**config.mk**
```make
export PLATFORM = sky130hd
export DESIGN_NAME = ser_status_top
export DESIGN_NICKNAME = d
export VERILOG_FILES = /design/src/rtl/ser_pkg.sv /design/src/rtl/ser_err_if.sv /design/src/rtl/ser_status_top.sv /design/src/rtl/ser_err_mem.sv
export SDC_FILE = /design/constraint.sdc
export NUM_CORES = 1
export LEC_CHECK = 0
export ABC_AREA = 1
export BUFFER_PORTS_ARGS = -buffer_cell sky130_fd_sc_hd__buf_2
export CAP_MARGIN = 20
export CORE_AREA = 2 2 237 239
export DETAILED_ROUTE_END_ITERATION = 12
export DIE_AREA = 0 0 239 241
export HOLD_SLACK_MARGIN = 0.05
export PLACE_DENSITY_LB_ADDON = 0.08
export SLEW_MARGIN = 30
export SYNTH_ARGS = -nofsm -noshare
export SYNTH_HDL_FRONTEND = slang
export SYNTH_HIERARCHICAL = 1
export SYNTH_SLANG_ARGS = --single-unit
```
**constraint.sdc**
```tcl
create_clock -name mclk -period 12.5 [get_ports mclk]
set_clock_uncertainty 0.2 [all_clocks]
set_input_delay 0 -clock mclk [delete_from_list [all_inputs] [get_ports mclk]]
set_output_delay 0 -clock mclk [all_outputs]
set_load 0.05 [all_outputs]
```
**src/rtl/ser_pkg.sv**
```systemverilog
// Constants, types and helpers of the status event reporting block
package ser_pkg;

	localparam int unsigned ERR_W = 16;
	localparam int unsigned BCD_W = 20;
	localparam int unsigned ERR_DEPTH = 16;

	// Event flag positions
	localparam int unsigned ESR_OPC = 0;
	localparam int unsigned ESR_QRY = 2;
	localparam int unsigned ESR_DEV = 3;
	localparam int unsigned ESR_EXE = 4;
	localparam int unsigned ESR_CMD = 5;
	localparam int unsigned ESR_USR = 6;
	localparam int unsigned ESR_PON = 7;

	// Status byte positions
	localparam int unsigned STB_ERQ = 2;
	localparam int unsigned STB_MAV = 4;
	localparam int unsigned STB_ESB = 5;
	localparam int unsigned STB_MSS = 6;

	// Operation status positions
	localparam int unsigned OPER_CAL = 0;
	localparam int unsigned OPER_SWP = 3;

	localparam logic [7:0] ESR_RST = 8'h80;
	localparam logic [7:0] ESE_RST = 8'h00;
	localparam logic [7:0] SRE_RST = 8'h00;
	localparam logic [7:0] ESR_USED = 8'hFD;
	localparam logic [7:0] SRQ_SRC = 8'h34;
	localparam logic [15:0] OPER_USED = 16'h0009;
	localparam logic [15:0] QUES_USED = 16'h0000;
	localparam logic [ERR_W-1:0] ERR_NONE = 16'h0000;
	// Query error code, -410
	localparam logic [ERR_W-1:0] ERR_QUERY = 16'hFE66;

	typedef logic [3:0] ser_cmd_t;
	localparam ser_cmd_t CMD_ESE_SET = 4'h0;
	localparam ser_cmd_t CMD_ESE_Q = 4'h1;
	localparam ser_cmd_t CMD_ESR_Q = 4'h2;
	localparam ser_cmd_t CMD_SRE_SET = 4'h3;
	localparam ser_cmd_t CMD_SRE_Q = 4'h4;
	localparam ser_cmd_t CMD_STB_Q = 4'h5;
	localparam ser_cmd_t CMD_OPC = 4'h6;
	localparam ser_cmd_t CMD_QCOND_Q = 4'h7;
	localparam ser_cmd_t CMD_QEVEN_Q = 4'h8;
	localparam ser_cmd_t CMD_OCOND_Q = 4'h9;
	localparam ser_cmd_t CMD_OEVEN_Q = 4'hA;
	localparam ser_cmd_t CMD_ERR_Q = 4'hB;
	localparam ser_cmd_t CMD_CLS = 4'hC;

	// Binary to packed decimal digits, shift and add three
	function automatic logic [BCD_W-1:0] ser_to_bcd(input logic [ERR_W-1:0] bin);
		logic [BCD_W-1:0] bcd;
		bcd = '0;
		for (int i = ERR_W - 1; i >= 0; i--) begin
			for (int d = 0; d < BCD_W / 4; d++) begin
				if (bcd[d*4 +: 4] > 4'h4) begin
					bcd[d*4 +: 4] = bcd[d*4 +: 4] + 4'h3;
				end
			end
			bcd = {bcd[BCD_W-2:0], bin[i]};
		end
		return bcd;
	endfunction : ser_to_bcd

endpackage : ser_pkg

```
**src/rtl/ser_err_if.sv**
```systemverilog
// Link between the status logic and its error queue memory
`timescale 1ns/10ps
interface ser_err_if #(parameter int unsigned W = 16);
	logic push;
	logic [W-1:0] pushData;
	logic pop;
	logic clr;
	logic [W-1:0] popData;
	logic empty;
	logic full;
	modport ctrl (output push, pushData, pop, clr, input popData, empty, full);
	modport mem (input push, pushData, pop, clr, output popData, empty, full);
endinterface : ser_err_if

```
**src/rtl/ser_status_top.sv**
```systemverilog
// Status byte, event, operation and error reporting of the instrument
`timescale 1ns/10ps
module ser_status_top #(
	parameter int unsigned ERR_DEPTH = ser_pkg::ERR_DEPTH
) (
	input wire logic mclk,
	input wire logic sys_rst,
	input wire logic cmdValid,
	input wire ser_pkg::ser_cmd_t cmdCode,
	input wire logic [7:0] cmdData,
	input wire logic rspRead,
	input wire logic execIdle,
	input wire logic devErr,
	input wire logic execErr,
	input wire logic cmdErr,
	input wire logic [ser_pkg::ERR_W-1:0] errCode,
	input wire logic localSwitch,
	input wire logic calibrating,
	input wire logic sweeping,
	input wire logic spollReq,
	output logic rspPending,
	output logic rspNeg,
	output logic [ser_pkg::BCD_W-1:0] rspBcd,
	output logic spollValid,
	output logic [7:0] spollByte,
	output logic srq
);
	import ser_pkg::*;

	typedef enum logic [0:0] {
		ST_IDLE,
		ST_ERRWAIT
	} ser_state_e;

	typedef struct packed {
		ser_state_e st;
		logic [7:0] event_status_flags;
		logic [7:0] event_status_mask;
		logic [7:0] sre;
		logic [15:0] opCond;
		logic [15:0] opEv;
		logic opcPend;
		logic rspPending;
		logic rspNeg;
		logic [BCD_W-1:0] rspBcd;
		logic spollValid;
		logic [7:0] spollByte;
		logic srq;
	} ser_state_s;

	ser_state_s s_q;
	ser_state_s s_d;
	ser_err_if #(.W(ERR_W)) errQ ();

	logic [7:0] stbNow;
	logic reqNow;
	logic [15:0] condNow;
	logic cmdTaken;

	ser_err_mem #(.DEPTH(ERR_DEPTH), .W(ERR_W)) u_mem (
		.mclk(mclk),
		.sys_rst(sys_rst),
		.port(errQ.mem)
	);

	// ************************************************************
	// Status byte and request summary
	// ************************************************************
	always_comb begin
		stbNow = '0;
		stbNow[STB_ERQ] = !errQ.empty;
		stbNow[STB_MAV] = s_q.rspPending;
		stbNow[STB_ESB] = |(s_q.event_status_flags & s_q.event_status_mask & ESR_USED);
		// Only bits 2, 4 and 5 can request; mask bit 6 never enters
		reqNow = |(stbNow & s_q.sre & SRQ_SRC);
		stbNow[STB_MSS] = reqNow;
	end

	always_comb begin
		condNow = '0;
		condNow[OPER_CAL] = calibrating;
		condNow[OPER_SWP] = sweeping;
	end

	assign cmdTaken = cmdValid && (s_q.st == ST_IDLE);

	// ************************************************************
	// Next state
	// ************************************************************
	always_comb begin
		logic [7:0] esrSet;
		logic esrClr;
		logic opEvClr;
		logic pendNow;
		logic qryErr;
		logic [ERR_W-1:0] val;
		logic isQuery;
		esrSet = '0;
		pendNow = 1'b0;
		esrClr = 1'b0;
		opEvClr = 1'b0;
		qryErr = 1'b0;
		val = '0;
		isQuery = 1'b0;
		s_d = s_q;
		s_d.spollValid = 1'b0;
		errQ.push = 1'b0;
		errQ.pushData = ERR_NONE;
		errQ.pop = 1'b0;
		errQ.clr = 1'b0;

		// Reading a response that was never asked for
		pendNow = s_q.rspPending;
		if (rspRead) begin
			if (!s_q.rspPending) begin
				qryErr = 1'b1;
			end
			pendNow = 1'b0;
		end

		if (cmdTaken) begin
			// New command while an answer is unread: answer is lost
			if (pendNow) begin
				qryErr = 1'b1;
				pendNow = 1'b0;
			end
			case (cmdCode)
				CMD_ESE_SET: s_d.event_status_mask = cmdData;
				CMD_SRE_SET: s_d.sre = cmdData;
				CMD_ESE_Q: begin
					val = {8'h00, s_q.event_status_mask};
					isQuery = 1'b1;
				end
				CMD_SRE_Q: begin
					val = {8'h00, s_q.sre};
					isQuery = 1'b1;
				end
				CMD_ESR_Q: begin
					val = {8'h00, s_q.event_status_flags & ESR_USED};
					esrClr = 1'b1;
					isQuery = 1'b1;
				end
				CMD_STB_Q: begin
					val = {8'h00, stbNow};
					isQuery = 1'b1;
				end
				CMD_OPC: s_d.opcPend = 1'b1;
				CMD_QCOND_Q, CMD_QEVEN_Q: begin
					val = QUES_USED;
					isQuery = 1'b1;
				end
				CMD_OCOND_Q: begin
					val = s_q.opCond & OPER_USED;
					isQuery = 1'b1;
				end
				CMD_OEVEN_Q: begin
					val = s_q.opEv & OPER_USED;
					opEvClr = 1'b1;
					isQuery = 1'b1;
				end
				CMD_ERR_Q: begin
					// Empty queue answers code 0 at once
					if (errQ.empty) begin
						val = ERR_NONE;
						isQuery = 1'b1;
					end else begin
						errQ.pop = 1'b1;
						s_d.st = ST_ERRWAIT;
					end
				end
				CMD_CLS: begin
					esrClr = 1'b1;
					opEvClr = 1'b1;
					errQ.clr = 1'b1;
					s_d.opcPend = 1'b0;
				end
				default: begin
				end
			endcase
		end

		// Popped entry arrives one cycle after the pop
		if (s_q.st == ST_ERRWAIT) begin
			val = errQ.popData;
			isQuery = 1'b1;
			s_d.st = ST_IDLE;
		end

		if (isQuery) begin
			s_d.rspNeg = val[ERR_W-1];
			// Magnitude goes to the decimal digits, sign stands apart
			s_d.rspBcd = ser_to_bcd(val[ERR_W-1] ? (~val) + 16'h0001 : val);
			pendNow = 1'b1;
		end
		s_d.rspPending = pendNow;

		// Completion waits for every earlier command
		if (s_q.opcPend && execIdle) begin
			esrSet[ESR_OPC] = 1'b1;
			s_d.opcPend = 1'b0;
		end
		esrSet[ESR_QRY] = qryErr;
		esrSet[ESR_DEV] = devErr;
		esrSet[ESR_EXE] = execErr;
		esrSet[ESR_CMD] = cmdErr;
		esrSet[ESR_USR] = localSwitch;

		// One entry per cycle; the queue clear loses to a new error
		if (cmdErr || execErr || devErr) begin
			errQ.push = 1'b1;
			errQ.pushData = errCode;
			errQ.clr = 1'b0;
		end else if (qryErr) begin
			errQ.push = 1'b1;
			errQ.pushData = ERR_QUERY;
			errQ.clr = 1'b0;
		end

		// Set beats clear on every flag
		s_d.event_status_flags = ((esrClr ? 8'h00 : s_q.event_status_flags) | esrSet) & ESR_USED;
		s_d.opCond = condNow;
		s_d.opEv = ((opEvClr ? 16'h0000 : s_q.opEv) | (condNow & ~s_q.opCond)) & OPER_USED;

		if (spollReq) begin
			s_d.spollValid = 1'b1;
			s_d.spollByte = stbNow;
		end
		s_d.srq = reqNow;
	end

	// ************************************************************
	// State register
	// ************************************************************
	always_ff @(posedge mclk or posedge sys_rst) begin
		if (sys_rst) begin
			s_q <= '0;
			s_q.st <= ST_IDLE;
			s_q.event_status_flags <= ESR_RST;
			s_q.event_status_mask <= ESE_RST;
			s_q.sre <= SRE_RST;
		end else begin
			s_q <= s_d;
		end
	end

	assign rspPending = s_q.rspPending;
	assign rspNeg = s_q.rspNeg;
	assign rspBcd = s_q.rspBcd;
	assign spollValid = s_q.spollValid;
	assign spollByte = s_q.spollByte;
	assign srq = s_q.srq;

	// ************************************************************
	// Checks
	// ************************************************************
	a_opc_done: assert property (@(posedge mclk) disable iff (sys_rst)
		(s_q.opcPend && execIdle) |=> s_q.event_status_flags[ESR_OPC] && !s_q.opcPend)
		else $error("completion flag not set");
	a_opc_hold: assert property (@(posedge mclk) disable iff (sys_rst)
		(s_q.opcPend && !execIdle && !s_q.event_status_flags[ESR_OPC] && !cmdValid) |=> !s_q.event_status_flags[ESR_OPC])
		else $error("completion flag set early");
	a_query_err: assert property (@(posedge mclk) disable iff (sys_rst)
		(rspRead && !s_q.rspPending) |=> s_q.event_status_flags[ESR_QRY])
		else $error("query error missed");
	a_cmd_err: assert property (@(posedge mclk) disable iff (sys_rst)
		cmdErr |=> s_q.event_status_flags[ESR_CMD] && !errQ.empty)
		else $error("command error not recorded");
	a_exe_err: assert property (@(posedge mclk) disable iff (sys_rst)
		execErr |=> s_q.event_status_flags[ESR_EXE] && !errQ.empty)
		else $error("execution error not recorded");
	a_dev_err: assert property (@(posedge mclk) disable iff (sys_rst)
		devErr |=> s_q.event_status_flags[ESR_DEV] && !errQ.empty)
		else $error("device error not recorded");
	a_user_req: assert property (@(posedge mclk) disable iff (sys_rst)
		localSwitch |=> s_q.event_status_flags[ESR_USR])
		else $error("user request flag missed");
	a_cal_cond: assert property (@(posedge mclk) disable iff (sys_rst)
		##1 s_q.opCond[OPER_CAL] == $past(calibrating))
		else $error("calibration bit wrong");
	a_swp_event: assert property (@(posedge mclk) disable iff (sys_rst)
		(sweeping && !s_q.opCond[OPER_SWP]) |=> s_q.opEv[OPER_SWP] && s_q.opCond[OPER_SWP])
		else $error("sweep event missed");
	a_srq_out: assert property (@(posedge mclk) disable iff (sys_rst)
		##1 srq == $past(|(stbNow & s_q.sre & SRQ_SRC)))
		else $error("service request wrong");
	a_srq_mask6: assert property (@(posedge mclk) disable iff (sys_rst)
		(s_q.sre[STB_MSS] && !(|(stbNow & s_q.sre & SRQ_SRC))) |=> !srq)
		else $error("mask bit 6 raised request");
	a_spoll_byte: assert property (@(posedge mclk) disable iff (sys_rst)
		spollReq |=> spollValid && spollByte[STB_ERQ] == $past(!errQ.empty))
		else $error("serial poll byte wrong");
	a_unused_zero: assert property (@(posedge mclk) disable iff (sys_rst)
		((s_q.opEv & ~OPER_USED) == 16'h0000) && ((s_q.event_status_flags & ~ESR_USED) == 8'h00))
		else $error("unused bit set");
	a_err_empty: assert property (@(posedge mclk) disable iff (sys_rst)
		(cmdTaken && cmdCode == CMD_ERR_Q && errQ.empty) |=> rspPending && rspBcd == '0)
		else $error("empty queue answer wrong");

	// ************************************************************
	// Checks of masks, answers, serial poll, operation status and queue clear
	// ************************************************************
	a_esb_poll: assert property (@(posedge mclk) disable iff (sys_rst)
		(spollReq && (|(s_q.event_status_flags & s_q.event_status_mask))) |=> spollByte[STB_ESB])
		else $error("event summary missing in poll");
	a_mss_poll: assert property (@(posedge mclk) disable iff (sys_rst)
		spollReq |=> spollByte[STB_MSS] == (|(spollByte & $past(s_q.sre) & SRQ_SRC)))
		else $error("request summary wrong in poll");
	a_mav_poll: assert property (@(posedge mclk) disable iff (sys_rst)
		spollReq |=> spollByte[STB_MAV] == $past(s_q.rspPending))
		else $error("answer bit wrong in poll");
	a_poll_unused: assert property (@(posedge mclk) disable iff (sys_rst)
		spollValid |-> (spollByte & ~SRQ_SRC & ~(8'h01 << STB_MSS)) == 8'h00)
		else $error("unused status byte bit set");
	a_ese_write: assert property (@(posedge mclk) disable iff (sys_rst)
		(cmdTaken && cmdCode == CMD_ESE_SET) |=> s_q.event_status_mask == $past(cmdData))
		else $error("event mask not written");
	a_ese_hold: assert property (@(posedge mclk) disable iff (sys_rst)
		!(cmdTaken && cmdCode == CMD_ESE_SET) |=> $stable(s_q.event_status_mask))
		else $error("event mask changed");
	a_sre_write: assert property (@(posedge mclk) disable iff (sys_rst)
		(cmdTaken && cmdCode == CMD_SRE_SET) |=> s_q.sre == $past(cmdData))
		else $error("request mask not written");
	a_esr_answer: assert property (@(posedge mclk) disable iff (sys_rst)
		(cmdTaken && cmdCode == CMD_ESR_Q) |=> rspPending && !rspNeg
		&& rspBcd[BCD_W-1:BCD_W-8] == 8'h00)
		else $error("event flag answer wrong");
	a_err_pop: assert property (@(posedge mclk) disable iff (sys_rst)
		(cmdTaken && cmdCode == CMD_ERR_Q && !errQ.empty) |=> s_q.st == ST_ERRWAIT ##1 rspPending)
		else $error("queue entry not answered");
	a_opev_accum: assert property (@(posedge mclk) disable iff (sys_rst)
		(s_q.opEv[OPER_CAL] && !(cmdTaken && (cmdCode == CMD_OEVEN_Q || cmdCode == CMD_CLS)))
		|=> s_q.opEv[OPER_CAL])
		else $error("operation event lost");
	a_swp_cond: assert property (@(posedge mclk) disable iff (sys_rst)
		##1 s_q.opCond[OPER_SWP] == $past(sweeping))
		else $error("sweep bit wrong");
	a_opev_clear: assert property (@(posedge mclk) disable iff (sys_rst)
		(cmdTaken && cmdCode == CMD_OEVEN_Q && !calibrating && !sweeping) |=> s_q.opEv == 16'h0000)
		else $error("operation event not cleared");
	a_ques_zero: assert property (@(posedge mclk) disable iff (sys_rst)
		(cmdTaken && (cmdCode == CMD_QCOND_Q || cmdCode == CMD_QEVEN_Q))
		|=> rspPending && !rspNeg && rspBcd == '0)
		else $error("questionable answer not zero");
	a_cls_clear: assert property (@(posedge mclk) disable iff (sys_rst)
		(cmdTaken && cmdCode == CMD_CLS && !s_q.rspPending && !rspRead
		&& !(cmdErr || execErr || devErr)) |=> errQ.empty)
		else $error("queue not cleared");

endmodule : ser_status_top

```
**src/rtl/ser_err_mem.sv**
```systemverilog
// Error queue storage with registered read data
`timescale 1ns/10ps
module ser_err_mem #(
	parameter int unsigned DEPTH = 16,
	parameter int unsigned W = 16
) (
	input wire logic mclk,
	input wire logic sys_rst,
	ser_err_if.mem port
);
	localparam int unsigned AW = $clog2(DEPTH);

	typedef struct packed {
		logic [DEPTH-1:0][W-1:0] data;
		logic [AW-1:0] wr;
		logic [AW-1:0] rd;
		logic [AW:0] cnt;
		logic [W-1:0] rdData;
	} ser_mem_s;

	ser_mem_s s_q;
	ser_mem_s s_d;
	logic doPush;
	logic doPop;

	// A full queue drops new entries; the oldest causes stay readable
	assign doPush = port.push && (s_q.cnt != (AW+1)'(DEPTH));
	assign doPop = port.pop && (s_q.cnt != '0);
	assign port.popData = s_q.rdData;
	assign port.empty = (s_q.cnt == '0);
	assign port.full = (s_q.cnt == (AW+1)'(DEPTH));

	always_comb begin
		s_d = s_q;
		if (doPush) begin
			s_d.data[s_q.wr] = port.pushData;
			s_d.wr = s_q.wr + 1'b1;
		end
		if (doPop) begin
			s_d.rdData = s_q.data[s_q.rd];
			s_d.rd = s_q.rd + 1'b1;
		end
		s_d.cnt = s_q.cnt + (AW+1)'(doPush) - (AW+1)'(doPop);
		if (port.clr) begin
			s_d.wr = '0;
			s_d.rd = '0;
			s_d.cnt = '0;
		end
	end

	always_ff @(posedge mclk or posedge sys_rst) begin
		if (sys_rst) begin
			s_q <= '0;
		end else begin
			s_q <= s_d;
		end
	end

endmodule : ser_err_mem

```
After elaboration in Yosys (flattened, before gate mapping) --
Cells that the tools add are included. Widths: inputs -> output; s select.
Operators by class: add/subtract/negate cells 40, bitwise logic cells 8, $lt $le $gt $ge 38, reductions and logical operators 23, muxes and demuxes 111, eq/ne operators 13
Operator list (count):
- $mux 4 | 67
- $bwmux 256 | 1
- $add 4x2->4 const B | 30
- $gt 4x3->1 const B | 30
- $mux 16 | 6
- $bmux 16 s4 | 1
- $demux 16 s4 | 1
- $pmux 8 s6 | 1
- $mux 1 | 27
- $eq 4x4->1 const B | 5
- $add 16x1->16 const B | 1
- $add 3x2->4 const B | 4
- $eq 4x3->1 const B | 4
- $mux 8 | 2
- $not 16->16 | 1
- $gt 3x3->1 const B | 5
- $mux 13 | 1
- $lt 4x5->1 const B | 2
- $mux 9 | 1
- $add 4x1->4 const B | 2
- $and 8x8->8 | 1
- $eq 4x2->1 const B | 2
- $or 8x7->8 | 1
- $reduce_or 8->1 | 1
- other kinds (25) | 36
Word-level totals: bits in registers 342, bits of input ports 40, output and inout bits 32, logic and storage cells 266

Logic depth before layout (Yosys ltp) --
depth in word-level cells 48, depth in mapped cells 96, mapped depth without buffers 96

Modules after synthesis --
Netlist, hierarchy kept.
By module, submodules not included:
- ser_err_mem | cells an instance 1819, seq. area each 7131.8 um^2, instances 1, area each 14511.4 um^2
- ser_status_top | cells an instance 1213, seq. area each 1427.6 um^2, instances 1, area each 7304.5 um^2

Worst setup path before layout --
Ideal clock, no wire load.
kind reg-to-reg, start reg u_mem/s_q[19] (netlist bit), end reg s_q, in the netlist rspBcd[6], path slack 2.554 ns, required time 12.182 ns, data arrival time 9.628 ns, library setup time 0.118 ns, stages on the path, launching flop included 88, period minus slack after synthesis 9.946 ns, cells stage by stage dfrtp_1 inv_1 ha_1 nand4_1 inv_1 inv_1 a22oi_1 nand2_1 nand2_1 nand2_1 nand2_1 nand3_1 nor2_1 nand3_1 nor4_1 ha_1 inv_1 nor2_2 [... 52 more ...] inv_1 nand2_2 nand2_4 nand2_1 and2_1 ha_1 inv_1 nand2_2 nand2_1 nand2_1 and2_1 ha_1 inv_1 nand3_2 nand2_1 nand2_1 nand3_1 nand2_1
Between the ends: cells in the longest elaborated chain, start to end 48, elaborated cells between the ends (all ways) 101, classes of those cells add/sub (23); order compare (22); mux (51); bitwise (2); reduce/logical (3)
Ends and longest elaborated chain:
- start: declaration | RTL line ser_err_mem.sv:21 | ser_mem_s s_q;
- start signal: assignment | RTL line ser_err_mem.sv:53 | s_q <= '0;
- start signal: assignment | RTL line ser_err_mem.sv:55 | s_q <= s_d;
- $logic_not 5->1 * | RTL line ser_err_mem.sv:30 | assign port.empty = (s_q.cnt == '0);
- named net errQ.empty | RTL line ser_err_if.sv:9 | logic empty;
- $logic_not 1->1 * | RTL line ser_status_top.sv:71 | stbNow[STB_ERQ] = !errQ.empty;
- $and 6x6->6 * | RTL line ser_status_top.sv:75 | reqNow = |(stbNow & s_q.sre & SRQ_SRC);
- $reduce_or 3->1 * | RTL line ser_status_top.sv:75
- named net reqNow | RTL line ser_status_top.sv:56 | logic reqNow;
- $pmux 8 s6 * | RTL line ser_status_top.sv:127 | case (cmdCode)
- $mux 8 * | RTL line ser_status_top.sv:121 | if (cmdTaken) begin
- [... 34 more ...]
- $add 4x2->4 or $gt 4x3->1 (tied branches) | RTL line ser_pkg.sv:60, ser_pkg.sv:59
- $mux 4 | RTL line ser_pkg.sv:59 | if (bcd[d*4 +: 4] > 4'h4) begin
- $mux 4 | RTL line ser_status_top.sv:189 | if (isQuery) begin
- $add 4x2->4 or $gt 4x3->1 (tied branches) | RTL line ser_pkg.sv:60, ser_pkg.sv:59
- $mux 4 | RTL line ser_pkg.sv:59
- $mux 4 | RTL line ser_status_top.sv:189
- $add 4x2->4 or $gt 4x3->1 (tied branches) | RTL line ser_pkg.sv:60, ser_pkg.sv:59
- $mux 4 * | RTL line ser_pkg.sv:59
- end: declaration | RTL line ser_status_top.sv:51 | ser_state_s s_q;
Mark *: on every way through the listed nets, which the timed path passes. The rest lies on a longest branch. The select of a mux whose other input is x is not followed. A chain may end at the register's enable or synchronous reset.

Final worst setup path --
start in cmdCode[2], end reg s_q, in the netlist rspBcd[6]
Between the ends: cells in the longest elaborated chain, start to end 45, elaborated cells between the ends (all ways) 106, classes of those cells add/sub (23); order compare (22); eq/ne (9); mux (50); bitwise (1); reduce/logical (1)
Ends and longest elaborated chain:
- start: declaration | RTL line ser_status_top.sv:9 | input wire ser_pkg::ser_cmd_t cmdCode,
- $eq 4x4->1 (tied with other cells) | RTL line ser_status_top.sv:127
- $pmux 8 s6 | RTL line ser_status_top.sv:127
- $mux 8 | RTL line ser_status_top.sv:121
- $mux 16 | RTL line ser_status_top.sv:183 | if (s_q.st == ST_ERRWAIT) begin
- $not 16->16 | RTL line ser_status_top.sv:192 | s_d.rspBcd = ser_to_bcd(val[ERR_W-1] ? (~val) + 16'h0001 : val);
- $add 16x1->16 | RTL line ser_status_top.sv:192
- $mux 16 | RTL line ser_status_top.sv:192
- $add 3x2->4 or $gt 3x3->1 (tied branches) | RTL line ser_pkg.sv:60, ser_pkg.sv:59
- [... 29 more ...]
- $add 4x2->4 or $gt 4x3->1 (tied branches) | RTL line ser_pkg.sv:60, ser_pkg.sv:59
- $mux 4 | RTL line ser_pkg.sv:59
- $mux 4 | RTL line ser_status_top.sv:189
- $add 4x2->4 or $gt 4x3->1 (tied branches) | RTL line ser_pkg.sv:60, ser_pkg.sv:59
- $mux 4 | RTL line ser_pkg.sv:59
- $mux 4 | RTL line ser_status_top.sv:189
- $add 4x2->4 or $gt 4x3->1 (tied branches) | RTL line ser_pkg.sv:60, ser_pkg.sv:59
- $mux 4 | RTL line ser_pkg.sv:59
Parallel ways exist; a longest one is shown, timed or not. The select of a mux whose other input is x is not followed.

==> results.yml <==
synthesis:
  synth_area_um2: 21800
  yosys_warnings: 6
  syn_avg_cell_area_um2: 7.20
  synthCells: 3031
sta:
  finalHoldViolations: 0
  fin_crit_ns: 11.30
  setup_ws_ns: 1.20
  tns_ns: 0
  fmax_mhz: 88.5
  drv_slew: 0
  rsz0062_at_grt: "false"
  finalCritPeriodShare_pct: 90.4
  setup_violations: 0
  relSlewSlack_pct: 31.3
  worst_pin_slew_ns: 1.03
global_routing:
  track_usage_pct: 21.5
  grt_pass1_vias: 18000
  antenna_found_initial: 0
  grt_first_pass_wirelength_mm: 97.6
  grt_overflow_total: 0
  grt_max_degree: 131
critical_path:
  slowest_delay_ns: 0.58
  crit_family: "simple AND/OR/NAND/NOR gates"
  endpoint_kind: "flip-flop"
  cp.arrival_ns: 11.56
  crit_required_ns: 12.76
  crit_top_cell: "nand2_1"
  startpoint: "cmdCode[2]"
  crit_type: "in -> reg"
  worstSetupStartpointType: "input pin"
  critPathBufInv: 19
  reg2reg_from: "s_q[89]"
  path_max_fanout: 5
  crit_path_top_delay_cell: "dlygate4sd3_1"
power:
  p_leak_nw: 12.7
  power_switching_mw: 2.63
  internal-power_mw: 3.19
  fin_total_pwr_mw: 5.82
  vdd_drop_max_uv: 133
  seqPwrFrac_pct: 32.0
  combPwrFrac_pct: 47.3
  sw_frac_of_total_pct: 45.1
  p_clk_share_pct: 20.7
  p_per_area_nw_per_um2: 243
min_path:
  min_from: "sweeping"
  hold_path_class: "in -> reg"
floorplan:
  core_um2: 54900
  die_x_um: 239
  die_y_um: 241
  rows: 86
  die-area_um2: 57600
  io_pins: 72
  start_util_pct: 39.7
run_status:
  status: "completed"
place:
  hpwl_mm: 37.3
  port_buffers: 67
  dp_slack_ns: 1.32
  place.gp.congestion: 0.835
job:
  max_cap_viol_count: 0
routing:
  ant_nets: 0
  drc_errors: 0
  post_drt_wl_per_cell_um: 16.1
  dr_total_vias: 18900
  drt_iter0_markers: 1335
  dr.pass1.iters: 5
  routed_wl_mm: 60.6
  viasPerCell: 5.02
final_layout:
  fillCellCount: 5602
  area_delta_synth_final_pct: 9.71
  diodes: 0
  fin_nets: 3138
  drive_above_1_share_pct: 11.1
clocking:
  clockRootBuffer: "clkbuf_16"
  path_clk_slew_ns: 0.05
  insertion_delay_ns: 0.60
  clock_sinks: 342
  cts_tree: "done"
  htree_num_levels: 2
  cts_buffer_depth: 3
  cts_made_buffers: 42
==> power groups by stage <==
| stage | Sequential, mW | Combinational [mW] | Clock [mW] |
|---|---|---|---|
| CTS | 1.86 | 2.75 | 1.24 |
| floorplan | 1.77 | 2.28 | 0 |
| global placement | 1.87 | 2.68 | 0 |
| global route | 1.92 | 3.15 | 1.28 |
| finish | 1.87 | 2.75 | 1.21 |
| detailed placement | 1.88 | 2.72 | 0 |
==> flip-flops by register name, indices dropped and copies added, names as in the netlist <==
signal,flops
s_q,29
rspNeg,1
spollByte,4
spollValid,1
u_mem/s_q,269
u_mem/port.popData,16
rspBcd,20
rspPending,1
srq,1
==> worst min-delay path, stage by stage <==
cell           delay, ns
dlygate4sd3_1       0.55
buf_2               0.14
inv_1               0.04
o21ai_0             0.06
==> final cells by class <==
type	count	area, um2	area share [%]
timing repair buffer	145	1100	4.60
inverter	410	1560	6.51
tap	704	881	3.68
clock buffer	63	1240	5.19
sequential	342	8560	35.8
multi-input combinational	2100	10500	43.7
clock inverter	9	123	0.512
==> routing by layer <==
| metal | global-route usage [%] | wire length, um |
|---|---|---|
| met5 | 0 | 0 |
| met4 | 6.95 | 1540 |
| met3 | 2.57 | 2560 |
| met2 | 36.4 | 28400 |
| met1 | 28.7 | 28200 |
==> placed cells by master, fill, tap and decap left out, drive strengths merged, types with 7 or more instances in the layout <==
cell and instances:
nor2 72, nand4 29, inv 405, nand2 1130
o21a 11, o21bai 8, clkinv 12, dlygate4sd3 61
a21oi 21, ha 56, buf 84, dfrtp 341
nor3 7, clkbuf 63, o21ai 333, and2 9
nand3 370, xor2 11, nand3b 15
==> through the flow <==
step           hold WS [ns]  instance area, um2  utilization, %  std cells
2_1_floorplan        -0.169               21800               -       3034
3_3_place_gp         -0.202               21900            39.9       3636
3_5_place_dp         -0.201               21900            39.9       3636
4_1_cts              0.0510               23900            43.5       3769
5_1_grt               0.114               23900            43.6       3773
6_report             0.0796               23900            43.6       3773
==> timing repair <==
item,4_1_cts,5_1_grt
setup endpoints to repair,0,16
resized for setup,0,6
hold endpoints to repair,428,0
setup buffers,0,3
hold buffers,61,0
==> worst paths after layout <==
path | end | slack [ns] | depth (start not counted)
min | s_q[36] | 0.08 | 4
min in group asynchronous | s_q[73] | 0.40 | 4
max in group asynchronous | u_mem/s_q[49] | 9.50 | 6
min reg2reg | s_q[88] | 0.25 | 2
max | rspBcd[6] | 1.20 | 96
max reg2reg | rspBcd[6] | 1.53 | 90
(Power assumes the default switching activity.)
